<file path="src/rtl/lfs_params.svh">
// Purpose: Constants of the lamp fault supervisor.
// Assumes: Core clock of 100 MHz.
// Notes:   Times keep their printed unit; cycle counts derive from them.
`ifndef LFS_PARAMS_SVH
`define LFS_PARAMS_SVH
`define LFS_CLK_MHZ      100
`define LFS_DEAD_NS      1800
`define LFS_DEAD_CYC     ((`LFS_DEAD_NS * `LFS_CLK_MHZ) / 1000)
`define LFS_WEAR_US      610
`define LFS_ASYM_MS      500
`define LFS_PRERUN_MS    250
`define LFS_US_CYC(t)    ((t) * `LFS_CLK_MHZ)
`define LFS_MS_CYC(t)    ((t) * `LFS_CLK_MHZ * 1000)
`define LFS_REM_CYCLES   6'h20
`define LFS_CTRL_ADDR    4'h0
`define LFS_STAT_ADDR    4'h4
`define LFS_CTRL_RST     1'b1
`define LFS_CTRL_DRV_BIT 0
`endif

</file>
<file path="src/rtl/lfs_pkg.sv">
// Purpose: Types of the lamp fault supervisor.
// Assumes: Used together with lfs_params.svh.
// Notes:   All module state travels as one packed struct.
package lfs_pkg;
  typedef enum logic [2:0] {
    ST_OFF = 3'b000, ST_CHECK = 3'b001, ST_INHIBIT = 3'b010,
    ST_START = 3'b011, ST_PRERUN = 3'b100, ST_RUN = 3'b101,
    ST_FDELAY = 3'b110, ST_FAULT = 3'b111
  } lfs_state_t;
  typedef enum logic [2:0] {
    SRC_OFF = 3'b000, SRC_NOMINAL = 3'b001, SRC_REDUCED = 3'b010,
    SRC_HS_UPPER = 3'b011, SRC_HS_LOWER = 3'b100
  } lfs_src_t;
  typedef enum logic [1:0] {
    THR_UPPER = 2'b00, THR_LOWER = 2'b01, THR_DISCHARGE = 2'b10
  } lfs_thr_t;
  typedef struct packed {
    logic sink;
    logic proof;
    logic grounded;
    logic over;
    logic dc;
    logic dc_over;
    logic ratio_bad;
  } lfs_chan_t;
  typedef struct packed {
    logic            supply_ok;
    logic            supply_start;
    logic            res_above;
    logic            res_below_disch;
    logic            hs_upper;
    logic            hs_lower;
    logic            run_freq;
    lfs_chan_t [1:0] lvs;
  } lfs_pins_t;
  typedef struct packed {
    lfs_pins_t        s1;
    lfs_pins_t        s2;
    lfs_state_t       state;
    logic             ls_open;
    logic             hs_open;
    logic             wear;
    logic             asym;
    logic [1:0][25:0] wear_cnt;
    logic [1:0][25:0] asym_cnt;
    logic [25:0]      prerun_cnt;
    logic [5:0]       rem_cnt;
    logic             discharging;
    logic             phase;
    logic [7:0]       dead;
    logic             hs_ok;
    logic             lo;
    logic             hi;
    lfs_src_t         src;
    lfs_thr_t         thr;
    logic             drv_en;
    logic             ack;
    logic [31:0]      rdata;
  } lfs_regs_t;
endpackage : lfs_pkg

</file>
<file path="src/rtl/lfs_supervisor.sv">
// Purpose: Filament checks, lamp fault latch, removal delay, gate gating.
// Assumes: Comparator flags arrive asynchronously; gate phase is local.
// Notes:   Registers are reached over Avalon-MM with waitrequest.
`timescale 1ns/1ps
`include "lfs_params.svh"

// Functional notes
// - Above lockout with pin below upper threshold, source 20 uA.
// - Pin above upper threshold means open low filament; start-up held off.
// - Then lower threshold and 17 uA; start-up freed once pin drops below.
// - No sink current on both sense pins before start threshold: high open.
// - High filament open: 41 uA at upper, 34 uA at lower threshold.
// - A lamp fault turns both gate drives off.
// - After fault, 32 charge/discharge cycles delay removal detection.
// - Each enabled sense pin must show presence sink before softstart.
// - Run mode: peak over 215 uA for over 610 us is wear fault.
// - Amplitude ratio out of band for over 500 ms is asymmetry fault.
// - Either fault latches until lamp removal or supply cycle.
// - DC sense without zero crossings trips wear only above 175 uA.
// - Second sense channel behaves identically to the first.
// - High section on at upper floating supply, off at lower.
// - High gate drive stays low during undervoltage lockout.
// - Dead time of 1800 ns between low and high gate drives.
// - Monitors stay off for 250 ms pre-run after run frequency.
// - Start-up threshold ends the pre-start filament checks.
// - Dropping below lockout level clears filament inhibit.
module lfs_supervisor #(
  parameter int unsigned WEAR_CYC   = `LFS_US_CYC(`LFS_WEAR_US),
  parameter int unsigned ASYM_CYC   = `LFS_MS_CYC(`LFS_ASYM_MS),
  parameter int unsigned PRERUN_CYC = `LFS_MS_CYC(`LFS_PRERUN_MS)
) (
  // Clock and reset.
  input  wire logic             sys_clk_i,
  input  wire logic             reset_i,
  // Comparator flags from the analog front end.
  input  wire lfs_pkg::lfs_pins_t pins_i,
  // Half-bridge phase request from the frequency generator.
  input  wire logic             gate_phase_i,
  // Avalon-MM slave.
  input  wire logic [3:0]       avs_address_i,
  input  wire logic             avs_read_i,
  input  wire logic             avs_write_i,
  input  wire logic [31:0]      avs_writedata_i,
  input  wire logic [3:0]       avs_byteenable_i,
  output logic [31:0]           avs_readdata_o,
  output logic                  avs_waitrequest_o,
  // Analog control and gate drives.
  output lfs_pkg::lfs_src_t     removal_source_o,
  output lfs_pkg::lfs_thr_t     removal_threshold_o,
  output logic                  removal_discharge_o,
  output logic                  startup_enable_o,
  output logic                  low_gate_drive_o,
  output logic                  high_gate_drive_o,
  output logic                  lamp_peak_wear_fault_o,
  output logic                  lamp_asymmetry_fault_o,
  output lfs_pkg::lfs_state_t   mode_o
);

  lfs_pkg::lfs_regs_t r_ff;
  lfs_pkg::lfs_regs_t nxt_r;

  function automatic logic reached(input logic [25:0] cnt,
                                   input int unsigned lim);
    reached = ({6'h00, cnt} >= lim);
  endfunction : reached

  function automatic logic [25:0] bump(input logic [25:0] cnt);
    bump = (cnt == 26'h3FFFFFF) ? cnt : cnt + 26'h0000001;
  endfunction : bump

  logic req;
  logic drive_on;
  logic presence_ok;
  logic sink_any;

  assign req               = avs_read_i | avs_write_i;
  assign avs_waitrequest_o = req & ~r_ff.ack;
  assign avs_readdata_o    = r_ff.rdata;
  assign removal_source_o  = r_ff.src;
  assign removal_threshold_o = r_ff.thr;
  assign removal_discharge_o = r_ff.discharging;
  assign low_gate_drive_o  = r_ff.lo;
  assign high_gate_drive_o = r_ff.hi;
  assign lamp_peak_wear_fault_o = r_ff.wear;
  assign lamp_asymmetry_fault_o = r_ff.asym;
  assign mode_o            = r_ff.state;
  assign startup_enable_o  = (r_ff.state == lfs_pkg::ST_START) |
                             (r_ff.state == lfs_pkg::ST_PRERUN) |
                             (r_ff.state == lfs_pkg::ST_RUN);

  always_comb begin
    nxt_r = r_ff;
    nxt_r.s1 = pins_i;
    nxt_r.s2 = r_ff.s1;
    presence_ok = 1'b1;
    sink_any = 1'b0;
    for (int i = 0; i < 2; i++) begin
      if (!r_ff.s2.lvs[i].grounded) begin
        presence_ok = presence_ok & r_ff.s2.lvs[i].proof;
        sink_any = sink_any | r_ff.s2.lvs[i].sink;
      end
    end

    case (r_ff.state)
      lfs_pkg::ST_OFF: begin
        if (r_ff.s2.supply_ok) begin
          nxt_r.state = lfs_pkg::ST_CHECK;
        end
      end
      lfs_pkg::ST_CHECK: begin
        nxt_r.hs_open = ~sink_any;
        if (r_ff.s2.res_above) begin
          nxt_r.ls_open = 1'b1;
          nxt_r.state = lfs_pkg::ST_INHIBIT;
        end else if (r_ff.s2.supply_start && !r_ff.hs_open &&
                     presence_ok) begin
          nxt_r.state = lfs_pkg::ST_START;
        end
      end
      lfs_pkg::ST_INHIBIT: begin
        if (!r_ff.s2.res_above) begin
          nxt_r.ls_open = 1'b0;
          nxt_r.state = lfs_pkg::ST_CHECK;
        end
      end
      lfs_pkg::ST_START: begin
        nxt_r.prerun_cnt = 26'h0000000;
        if (r_ff.s2.run_freq) begin
          nxt_r.state = lfs_pkg::ST_PRERUN;
        end
      end
      lfs_pkg::ST_PRERUN: begin
        nxt_r.prerun_cnt = bump(r_ff.prerun_cnt);
        if (reached(r_ff.prerun_cnt, PRERUN_CYC)) begin
          nxt_r.state = lfs_pkg::ST_RUN;
        end
      end
      lfs_pkg::ST_RUN: begin
        for (int i = 0; i < 2; i++) begin
          if (!r_ff.s2.lvs[i].grounded &&
              (r_ff.s2.lvs[i].dc ? r_ff.s2.lvs[i].dc_over
                                 : r_ff.s2.lvs[i].over)) begin
            nxt_r.wear_cnt[i] = bump(r_ff.wear_cnt[i]);
          end else begin
            nxt_r.wear_cnt[i] = 26'h0000000;
          end
          if (!r_ff.s2.lvs[i].grounded && r_ff.s2.lvs[i].ratio_bad) begin
            nxt_r.asym_cnt[i] = bump(r_ff.asym_cnt[i]);
          end else begin
            nxt_r.asym_cnt[i] = 26'h0000000;
          end
          if (reached(r_ff.wear_cnt[i], WEAR_CYC)) begin
            nxt_r.wear = 1'b1;
          end
          if (reached(r_ff.asym_cnt[i], ASYM_CYC)) begin
            nxt_r.asym = 1'b1;
          end
        end
        if (nxt_r.wear || nxt_r.asym) begin
          nxt_r.state = lfs_pkg::ST_FDELAY;
          nxt_r.rem_cnt = 6'h00;
          nxt_r.discharging = 1'b0;
        end
      end
      lfs_pkg::ST_FDELAY: begin
        if (!r_ff.discharging && r_ff.s2.res_above) begin
          nxt_r.discharging = 1'b1;
        end else if (r_ff.discharging && r_ff.s2.res_below_disch) begin
          nxt_r.discharging = 1'b0;
          nxt_r.rem_cnt = r_ff.rem_cnt + 6'h01;
          if (r_ff.rem_cnt == `LFS_REM_CYCLES - 6'h01) begin
            nxt_r.state = lfs_pkg::ST_FAULT;
          end
        end
      end
      lfs_pkg::ST_FAULT: begin
        if (r_ff.s2.res_above) begin
          nxt_r.wear = 1'b0;
          nxt_r.asym = 1'b0;
          nxt_r.state = lfs_pkg::ST_CHECK;
        end
      end
      default: begin
        nxt_r.state = lfs_pkg::ST_OFF;
      end
    endcase

    if (nxt_r.state != lfs_pkg::ST_RUN) begin
      nxt_r.wear_cnt = '0;
      nxt_r.asym_cnt = '0;
    end

    if (!r_ff.s2.supply_ok) begin
      nxt_r.state = lfs_pkg::ST_OFF;
      nxt_r.ls_open = 1'b0;
      nxt_r.hs_open = 1'b0;
      nxt_r.wear = 1'b0;
      nxt_r.asym = 1'b0;
      nxt_r.discharging = 1'b0;
    end

    // Removal source and comparator threshold follow the next state.
    case (nxt_r.state)
      lfs_pkg::ST_OFF: begin
        nxt_r.src = lfs_pkg::SRC_OFF;
        nxt_r.thr = lfs_pkg::THR_UPPER;
      end
      lfs_pkg::ST_CHECK: begin
        nxt_r.src = nxt_r.hs_open ? lfs_pkg::SRC_HS_UPPER
                                  : lfs_pkg::SRC_NOMINAL;
        nxt_r.thr = lfs_pkg::THR_UPPER;
      end
      lfs_pkg::ST_INHIBIT: begin
        nxt_r.src = nxt_r.hs_open ? lfs_pkg::SRC_HS_LOWER
                                  : lfs_pkg::SRC_REDUCED;
        nxt_r.thr = lfs_pkg::THR_LOWER;
      end
      lfs_pkg::ST_FDELAY: begin
        nxt_r.src = nxt_r.discharging ? lfs_pkg::SRC_OFF
                                      : lfs_pkg::SRC_NOMINAL;
        nxt_r.thr = nxt_r.discharging ? lfs_pkg::THR_DISCHARGE
                                      : lfs_pkg::THR_UPPER;
      end
      default: begin
        nxt_r.src = lfs_pkg::SRC_NOMINAL;
        nxt_r.thr = lfs_pkg::THR_UPPER;
      end
    endcase

    // Floating supply hysteresis.
    if (!r_ff.s2.supply_ok || !r_ff.s2.hs_lower) begin
      nxt_r.hs_ok = 1'b0;
    end else if (r_ff.s2.hs_upper) begin
      nxt_r.hs_ok = 1'b1;
    end

    // Dead time: any phase change blanks both drives first.
    if (gate_phase_i != r_ff.phase) begin
      nxt_r.phase = gate_phase_i;
      nxt_r.dead = 8'(`LFS_DEAD_CYC);
    end else if (r_ff.dead != 8'h00) begin
      nxt_r.dead = r_ff.dead - 8'h01;
    end
    drive_on = r_ff.drv_en && (nxt_r.dead == 8'h00) &&
               ((nxt_r.state == lfs_pkg::ST_START) ||
                (nxt_r.state == lfs_pkg::ST_PRERUN) ||
                (nxt_r.state == lfs_pkg::ST_RUN));
    nxt_r.lo = drive_on & ~nxt_r.phase;
    nxt_r.hi = drive_on & nxt_r.phase & nxt_r.hs_ok;

    // Bus slave: one wait cycle, then the answer.
    nxt_r.ack = req & ~r_ff.ack;
    if (req && !r_ff.ack) begin
      case (avs_address_i)
        `LFS_CTRL_ADDR: nxt_r.rdata = {31'h00000000, r_ff.drv_en};
        `LFS_STAT_ADDR: nxt_r.rdata = {18'h00000, r_ff.rem_cnt,
                                       startup_enable_o, r_ff.asym,
                                       r_ff.wear, r_ff.hs_open,
                                       r_ff.ls_open, r_ff.state};
        default:        nxt_r.rdata = 32'h00000000;
      endcase
    end
    if (avs_write_i && r_ff.ack && avs_byteenable_i[0] &&
        avs_address_i == `LFS_CTRL_ADDR) begin
      nxt_r.drv_en = avs_writedata_i[`LFS_CTRL_DRV_BIT];
    end
  end

  always_ff @(posedge sys_clk_i) begin
    if (reset_i) begin
      r_ff <= '0;
      r_ff.drv_en <= `LFS_CTRL_RST;
    end else begin
      r_ff <= nxt_r;
    end
  end

endmodule : lfs_supervisor

</file>
<file path="config.mk">
export PLATFORM = sky130hd
export DESIGN_NAME = lfs_supervisor
export DESIGN_NICKNAME = d
export VERILOG_FILES = /design/src/rtl/lfs_pkg.sv /design/src/rtl/lfs_supervisor.sv
export VERILOG_INCLUDE_DIRS = /design/src /design/src/rtl
export SDC_FILE = /design/constraint.sdc
export NUM_CORES = 1
export LEC_CHECK = 0
export ABC_AREA = 0
export BUFFER_PORTS_ARGS = -buffer_cell sky130_fd_sc_hd__buf_2
export CAP_MARGIN = 5
export CORE_ASPECT_RATIO = 1.4
export CORE_MARGIN = 5
export CORE_UTILIZATION = 45
export CTS_CLUSTER_DIAMETER = 80
export DETAILED_ROUTE_END_ITERATION = 12
export SYNTH_ARGS = -nofsm -noshare
export SYNTH_HDL_FRONTEND = slang
export SYNTH_SLANG_ARGS = --single-unit
</file>
<file path="constraint.sdc">
create_clock -name sys_clk_i -period 2.6 [get_ports sys_clk_i]
set_clock_uncertainty 0.15 [all_clocks]
set_input_delay 0 -clock sys_clk_i [delete_from_list [all_inputs] [get_ports sys_clk_i]]
set_output_delay 0 -clock sys_clk_i [all_outputs]
set_load 0.05 [all_outputs]
</file>
==> impl_metrics.ini, run 1 <==
[status]
status = finished, final reports clean

[floorplan]
fp.dieH_um = 185.5
die_area_um2 = 25110
die_width_um = 135.4
coreArea_um2 = 21780
fp-row-count = 64
initial_core_util_pct = 45.46
io_pins = 113

[logic_synthesis]
muxShareOfSynthArea_pct = 0.5055
syn_inst = 1136
synth_top_family_by_area = simple AND/OR/NAND/NOR gates
synth_fa_ha_area_share_pct = 1.896
synth_edf_count = 0
ys_ff_latch = 219
yosysTopAreaCell = dfxtp_1
yosysWarnings = 0
synth-simple-area-share_pct = 28.16
synthDistinctLibCells = 70
synth_xor_area_share_pct = 9.554
synth.avg_cell_area_um2 = 8.715
synth_compound_area_share_pct = 9.251
synth_ff_type = dfxtp_1
yosysTopAreaCellShare_pct = 44.28
synth.area.top_cells = dfxtp_1, nor2_1, xor2_1
syn_area_um2 = 9901
synth.yosys.seq_area_share_pct = 44.28
ys_async_sr_fraction_pct = 0

[cells_and_area]
final_area_um2 = 11940
layout-drive-gt1-share_pct = 14.93
fin_nets = 1344
antenna_cells = 0
area_delta_synth_final_pct = 20.61
utilization_pct = 54.83

[drt]
totalWireLength_mm = 21.77
ant_nets = 0
drc = 0
dr.pass1.iters = 4
wire_per_inst_um = 13.81
vias = 7953
drt_iter0_drc = 370
routed_via_density = 5.046

[global_routing]
grt_first_pass_wirelength_mm = 36.47
grt_max_degree = 33
antenna_found_initial = 0
grt.overflow.total = 0
grt_pass1_vias = 7764
grtUsageTotal_pct = 17.19

[run]
max-cap-violations = 0

[cts]
clk_latency_ns = 0.50
clock_path_buffers = 3
htree_levels = 1
cts.sinks = 219
path_clk_slew_ns = 0.07
cts_tree = built
cts_root_buf = clkbuf_16
cts_buffers = 23

[critical_path]
end_kind = register
worst_path_max_delay_cell = or4_1
crit_path_max_fanout = 4
path_delay_family = simple AND/OR/NAND/NOR gates
criticalPathCategory = register to register
path_cells = or4_1, o32a_1, nand3_1, nand3_2, buf_6, o21ai_4, buf_4, nand2_1, a311oi_1
cpPeakStageDelay_ns = 0.52
required_ns = 2.87
arrival_ns = 2.78
startpoint_type = register
path_buf_inv = 2

[pwr]
p_int_mw = 5.525
pwr-share-clk_pct = 45.8
pwr_density_cell_nw_per_um2 = 596.2
power_frac_seq_pct = 48.5
power.switching_mw = 1.594
irDropWorstVdd_v = 0.0005590
p_sw_share_pct = 22.40
p_leak_nw = 4.337
pwr-share-comb_pct = 5.7

[sta]
hold_violations = 0
fmax_mhz = 397.0
post-route-min-period_ns = 2.519
post-route-period-util_pct = 96.88
grt_setup_unrepaired = true
tightest_slew_ns = 0.7015
slew_headroom_pct = 52.74
slew_violations = 0
timing.hold.ws_ns = 0.07488
worst_slack_ns = 0.08112
setup_violations = 0
fin_tns_setup_ns = 0

[min_path]
min_path_type = input port to register

[placed_design]
dp_slack_ns = -0.1127
gp_congestion = 0.8075
io_buffers = 60
dpl.hpwl_mm = 15.01
placed_area_um2 = 10630
area by class of cell:
class	instances	area (um^2)
tap	297	371.6
timing repair buffer	167	1239
clock inverter	9	103.9
inverter	33	123.9
multi-input combinational	819	5069
clock buffer	32	649.4
sequential	219	4385
fill	2048	9839
state kept, by name (all words and copies together), names as in the netlist:
| signal | flops |
|---|---|
| lamp_asymmetry_fault_o | 1 |
| lamp_peak_wear_fault_o | 1 |
| removal_threshold_o | 2 |
| avs_readdata_o | 14 |
| removal_discharge_o | 1 |
| removal_source_o | 3 |
| low_gate_drive_o | 1 |
| r_ff | 171 |
| high_gate_drive_o | 1 |
| mode_o | 3 |
| nxt_r | 21 |
cell usage after synthesis, drive strengths merged, types with 2 or more instances:
library cell,instances
buf,54
nor2,201
clkbuf,30
nand3b,8
nor2b,53
o41ai,2
nor4b,3
a31oi,11
nand4b,4
a21o,2
xnor2,49
nor3b,6
or4,5
a21boi,4
a211oi,8
nand3,61
o211ai,5
o21bai,2
and4b,2
or2,3
a211o,3
nand4,31
nand2,61
o21ai,14
nand2b,7
a41oi,5
ha,15
o21a,2
o2111ai,2
and4,12
xor2,59
or3,5
inv,33
a2111oi,2
dfxtp,219
a21oi,32
and2,16
a22oi,15
a311oi,3
nor4,20
o31ai,5
mux2i,5
nor3,24
and3,22
placed cells by master, fill, tap and decap left out, types with 32 or more instances in the layout:
cell / n
a21oi_1: 32
buf_2: 60
buf_4: 62
dfxtp_1: 218
dlygate4sd3_1: 41
inv_1: 33
nand2_1: 61
nand3_1: 59
nor2_1: 201
nor2b_1: 53
xnor2_1: 49
xor2_1: 59
worst paths after layout:
kind	start	to	slack, ns	depth (start not counted)
max	r_ff[93]	r_ff[56]	0.08	9
min	avs_address_i[2]	avs_readdata_o[3]	0.07	4
max reg2reg	r_ff[93]	r_ff[56]	0.08	9
min reg2reg	nxt_r[198]	r_ff[198]	0.29	1
through the flow:
stage               total power [mW]  std cells
floorplan                      3.807       1153
global placement               3.872       1489
detailed placement             3.877       1489
CTS                            7.193       1572
global route                   7.395       1576
finish                         7.120       1576
cell families (layout without fill, tap and decap cells):
logic type,Yosys count,count (layout)
AO/OA/AOI/OAI,125,126
XOR/XNOR,108,108
adder cells (fa/ha/maj),15,15
buffers and inverters,117,241
flip-flops,219,219
multiplexers,5,5
other,1,18
AND/OR/NAND/NOR,546,547
layer usage:
layer	vias to the layer above	GRT usage (%)	wire length [um]
met1	3721	20.84	9501
met4	0	3.913	378
li1	4093	-	-
met2	109	32.02	11070
met3	30	2.515	817
met5	-	0	0
worst min-delay path: stages:
cell,delay (ns)
buf_2,0.13
and3_1,0.30
a22oi_1,0.20
nor2_1,0.05
power groups by stage:
stage	clock network, mW	logic (mW)	registers [mW]
3_3_place_gp	0	0.349	3.52
2_1_floorplan	0	0.295	3.51
5_1_grt	3.49	0.451	3.46
4_1_cts	3.34	0.402	3.45
3_5_place_dp	0	0.353	3.52
6_report	3.26	0.409	3.45
repair_timing:
item                                   CTS  global route
hold buffers                            41             0
cloned                                   1             1
pin swaps                                2             7
resized for setup                        2            15
setup endpoints to repair               76           110
buffers inserted                         0             3
endpoints found under the hold margin   58             0
(Power assumes the default switching activity.)
==> inputs of run 2 (changes only) <==
--- a/config.mk
+++ b/config.mk
@@ -14,6 +14,7 @@
 export CORE_UTILIZATION = 45
 export CTS_CLUSTER_DIAMETER = 80
 export DETAILED_ROUTE_END_ITERATION = 12
+export SETUP_SLACK_MARGIN = 0.5
 export SYNTH_ARGS = -nofsm -noshare
 export SYNTH_HDL_FRONTEND = slang
 export SYNTH_SLANG_ARGS = --single-unit
==> impl_metrics.ini, run 2 (synthesized netlist as in run 1, its figures left out) <==
[sta]
worst_slack_ns = -0.02482
grt_setup_unrepaired = true
slew_violations = 0
slew_headroom_pct = 39.35
fmax_mhz = 381.0
post-route-min-period_ns = 2.625
tightest_slew_ns = 0.9003
setup_violations = 1
post-route-period-util_pct = 101.0
hold_violations = 0

[cells_and_area]
area_delta_synth_final_pct = 25.17
layout_commonest_cell = dfxtp_1
antenna_cells = 0
layout_common_cells = dfxtp_1, nor2_1, xor2_1, buf_2, nand2_1
largest_reg_flops = 171
layout-drive-gt1-share_pct = 18.43
top_register = r_ff
fillers = 1991
final_area_um2 = 12390
fin_nets = 1350

[min_path]
hold_start = pins_i[14]
min_path_type = input port to register

[critical_path]
criticalPathCategory = register to register
startpoint_type = register
rr_startpoint = r_ff[67]
end_kind = register
worst_path_max_delay_cell = or4_4
path_delay_family = compound AO/OA/AOI/OAI gates
cpPeakStageDelay_ns = 0.54
required_ns = 2.88
startpoint = r_ff[67]
arrival_ns = 2.90
path_cells = or4_4, o2111ai_4, a2111oi_4, a311oi_2, buf_4, o31ai_4, buf_4, a211o_4, nor3_2
crit_path_max_fanout = 6
path_buf_inv = 2
cpMostUsedCell = buf_4

[floorplan]
fp.dieH_um = 185.5
initial_core_util_pct = 45.46
die_area_um2 = 25110
fp-row-count = 64
coreArea_um2 = 21780
io_pins = 113
die_width_um = 135.4

[pwr]
pwr_density_cell_nw_per_um2 = 603.1
power_mw = 7.474
irDropWorstVdd_v = 0.0005150
p_leak_nw = 4.449

[global_routing]
grtUsageTotal_pct = 18.21
antenna_found_initial = 0
grt.overflow.total = 0
grt_pass1_vias = 8135
grt_first_pass_wirelength_mm = 38.14
grt_max_degree = 47

[cts]
cts_buffers = 23
path_clk_slew_ns = 0.06
cts_root_buf = clkbuf_16
htree_levels = 1
cts.sinks = 219
clock_path_buffers = 3
clk_latency_ns = 0.52
cts_tree = built

[drt]
drt_iter0_drc = 273
wire_per_inst_um = 14.60
vias = 8157
dr.pass1.iters = 5
ant_nets = 0
drc = 0
totalWireLength_mm = 23.11
routed_via_density = 5.153

[placed_design]
placed_area_um2 = 10550
gp_congestion = 0.7963
dpl.hpwl_mm = 15.21
io_buffers = 60

[run]
max-cap-violations = 0

[status]
status = complete, but fails checks
violations = negative setup slack
## run 2: changes by cell type in the layout (fill, tap and decap cells not counted), sizes merged
cell,previous run,this run
clkbuf,32,28
clkinv,4,5
dlygate4sd3,41,48
bufinv,2,5
o211ai,6,8
dlymetal6s4s,0,1
nand3,62,63
buf,126,120
inv,34,36
## run 2: path summary, 6_finish.rpt
| check | endpoint | slack (ns) | depth (start not counted) |
|---|---|---|---|
| min reg2reg | r_ff[210] | 0.28 | 1 |
| max | removal_threshold_o[0] | -0.02 | 9 |
| min | nxt_r[209] | 0.13 | 3 |
| max reg2reg | removal_threshold_o[0] | -0.02 | 9 |
## run 2: area by class of cell
cell class	instances	area [um^2]	area share (%)
Clock buffer	27	620.6	5.008
Timing Repair Buffer	170	1292	10.43
Inverter	33	123.9	0.9995
Multi-Input combinational cell	822	5365	43.29
Sequential cell	219	4399	35.50
Clock inverter	15	220.2	1.777
Tap cell	297	371.6	2.998
## run 2: through the flow
stage / utilization [%] / hold slack, ns / std cells / setup slack (ns) / setup TNS [ns]
global route: 56.90 / 0.1583 / 1583 / -0.1021 / -3.797
finish: 56.90 / 0.1250 / 1583 / -0.02482 / -0.02482
global placement: 48.43 / 0.05714 / 1471 / -0.1343 / -6.660
floorplan: - / -0.02182 / 1153 / 0.2529 / 0
CTS: 56.01 / 0.1223 / 1578 / 0.02783 / 0
detailed placement: 48.43 / 0.06165 / 1471 / -0.1655 / -8.179
## run 2: routing by layer
layer  GRT usage [%]  share of wire (%)
met5               0                  0
met4           6.616                2.5
met3           2.380                3.2
met2           35.29                 53
met1           20.04                 41
## run 2: tightest hold or removal path: cells and delay by family
kind / cells / cell delay (ns)
AND/OR/NAND/NOR: 1 / 0.14
buffers and inverters: 2 / 0.61
## run 2: where the power goes
part	leakage, nW	switching, mW	internal [mW]	total (mW)
Sequential	1.78	0.0425	3.41	3.45
Combinational	2.26	0.239	0.174	0.413
Clock	0.410	1.39	2.22	3.61
## run 2: what timing repair did
action / CTS / global route
buffers inserted: 11 / 4
hold endpoints to repair: 73 / 0
gates resized for setup: 39 / 33
hold buffers: 49 / 0
pin swaps: 24 / 16
setup endpoints to repair: 142 / 155
cloned: 5 / 1
==> inputs of run 3 (changes only) <==
--- a/config.mk
+++ b/config.mk
@@ -14,6 +14,7 @@
 export CORE_UTILIZATION = 45
 export CTS_CLUSTER_DIAMETER = 80
 export DETAILED_ROUTE_END_ITERATION = 12
+export PLACE_DENSITY = 0.67
 export SETUP_SLACK_MARGIN = 0.5
 export SYNTH_ARGS = -nofsm -noshare
 export SYNTH_HDL_FRONTEND = slang
==> constraint.sdc (replaced) <==
create_clock -name sys_clk_i -period 2.15 [get_ports sys_clk_i]
set_clock_uncertainty 0.15 [all_clocks]
set_input_delay 0 -clock sys_clk_i [delete_from_list [all_inputs] [get_ports sys_clk_i]]
set_output_delay 0 -clock sys_clk_i [all_outputs]
set_load 0.05 [all_outputs]
==> impl_metrics.ini, run 3 (synthesized netlist as in run 1, its figures left out) <==
[cells_and_area]
layout_commonest_cell = dfxtp_1
largest_reg_flops = 171
fin_nets = 1472
final_cell_count_no_fill = 1704
layout-drive-gt1-share_pct = 32.34
layout_common_cells = dfxtp_1, buf_4, nor2_1, xor2_1, buf_2
fillers = 1788
antenna_cells = 0
area_delta_synth_final_pct = 38.01
top_register = r_ff
final_area_um2 = 13660

[global_routing]
grt_max_degree = 27
grt_pass1_vias = 8590
grtUsageTotal_pct = 18.72
antenna_found_initial = 0
grt_first_pass_wirelength_mm = 39.37
grt.overflow.total = 0

[cts]
htree_levels = 1
cts.sinks = 219
clock_path_buffers = 3
cts_buffers = 22
cts_root_buf = clkbuf_16
path_clk_slew_ns = 0.06
clk_latency_ns = 0.50
cts_tree = built

[floorplan]
fp.dieH_um = 185.5
io_pins = 113
coreArea_um2 = 21780
initial_core_util_pct = 45.46
die_area_um2 = 25110
fp-row-count = 64
die_width_um = 135.4

[sta]
slew_headroom_pct = 48.45
tightest_slew_ns = 0.7622
grt_setup_unrepaired = true
hold_violations = 0
setup_violations = 122
post-route-min-period_ns = 2.491
fmax_mhz = 401.5
post-route-period-util_pct = 115.8
slew_violations = 0
worst_slack_ns = -0.3407

[critical_path]
end_kind = register
rr_startpoint = r_ff[67]
criticalPathCategory = register to register
rr_worst_depth = 8
startpoint = r_ff[67]
crit_path_max_fanout = 4
startpoint_type = register
required_ns = 2.41
arrival_ns = 2.75

[drt]
wire_per_inst_um = 14.55
vias = 8711
dr.pass1.iters = 5
routed_via_density = 5.112
ant_nets = 0
totalWireLength_mm = 24.79
drc = 0
drt_iter0_drc = 392

[placed_design]
io_buffers = 60
dpl.hpwl_mm = 16.73
gp_congestion = 0.8354
dp_slack_ns = -0.4504
place_inst = 1618
placed_area_um2 = 11890

[min_path]
hold_depth = 5
min_path_type = input port to register
hold_start = avs_write_i

[run]
max-cap-violations = 0

[pwr]
irDropWorstVdd_v = 0.0006043
power_mw = 8.557
pwr_density_cell_nw_per_um2 = 626.2
p_leak_nw = 5.170

[status]
status = complete, but fails checks
violations = negative setup slack
==> run 3: changes by cell type in the layout (fill, tap and decap cells not counted), moves of 8 or more <==
cell and change:
buf_12 +9, buf_4 +127, dfxtp_1 -9, dfxtp_2 +9, dlygate4sd3_1 -19, nor2_1 -50, nor2_2 +42, nor2_4 +8
==> run 3: final cells by class <==
type,count,area [um^2],area share [%]
Inverter,33,123.9,0.9065
Clock inverter,7,60.06,0.4395
Sequential cell,219,4410,32.28
Multi-Input combinational cell,817,5635,41.24
Clock buffer,33,663.1,4.853
Timing Repair Buffer,298,2400,17.56
Tap cell,297,371.6,2.720
==> run 3: power by group <==
part / switching [mW] / internal [mW]
Combinational: 0.328 / 0.254
Sequential: 0.0449 / 4.12
Clock: 1.56 / 2.25
==> run 3: layer usage <==
metal	GRT usage [%]	wire length [um]	vias to the layer above
met5	0	0	-
met4	5.607	702	0
met3	2.244	763	51
met2	36.94	13440	169
met1	20.66	9883	4143
li1	-	-	4348
==> run 3: worst max-delay path, stage by stage, from the launching register on <==
cell,delay (ns)
dfxtp_2,0.32
or4_4,0.54
o2111ai_4,0.23
a2111oi_4,0.12
a311oi_2,0.19
buf_4,0.17
o31ai_4,0.08
or4_1,0.40
mux2i_1,0.20
==> run 3: per-stage QoR <==
| stage | utilization [%] | TNS [ns] | hold WS [ns] |
|---|---|---|---|
| 2_1_floorplan | - | -16.31 | -0.02182 |
| 3_3_place_gp | 54.60 | -35.32 | 0.05960 |
| 3_5_place_dp | 54.60 | -36.48 | 0.06212 |
| 4_1_cts | 61.10 | -32.08 | -0.0005200 |
| 5_1_grt | 62.74 | -44.04 | 0.03518 |
| 6_report | 62.74 | -31.26 | 0.007723 |
==> run 3: worst paths after layout <==
| path | to | slack, ns |
|---|---|---|
| worst max-delay path | removal_source_o[1] | -0.34 |
| worst min-delay path | avs_readdata_o[6] | 0.008 |
| worst max register to register | removal_source_o[1] | -0.34 |
| worst min register to register | r_ff[206] | 0.28 |
==> run 3: timing repair <==
item / 4_1_cts / 5_1_grt
hold buffers: 32 / 0
endpoints found under the setup margin: 153 / 164
hold endpoints to repair: 51 / 0
gates cloned: 1 / 1
pin swaps: 33 / 27
setup buffers: 9 / 4
resized for setup: 70 / 82
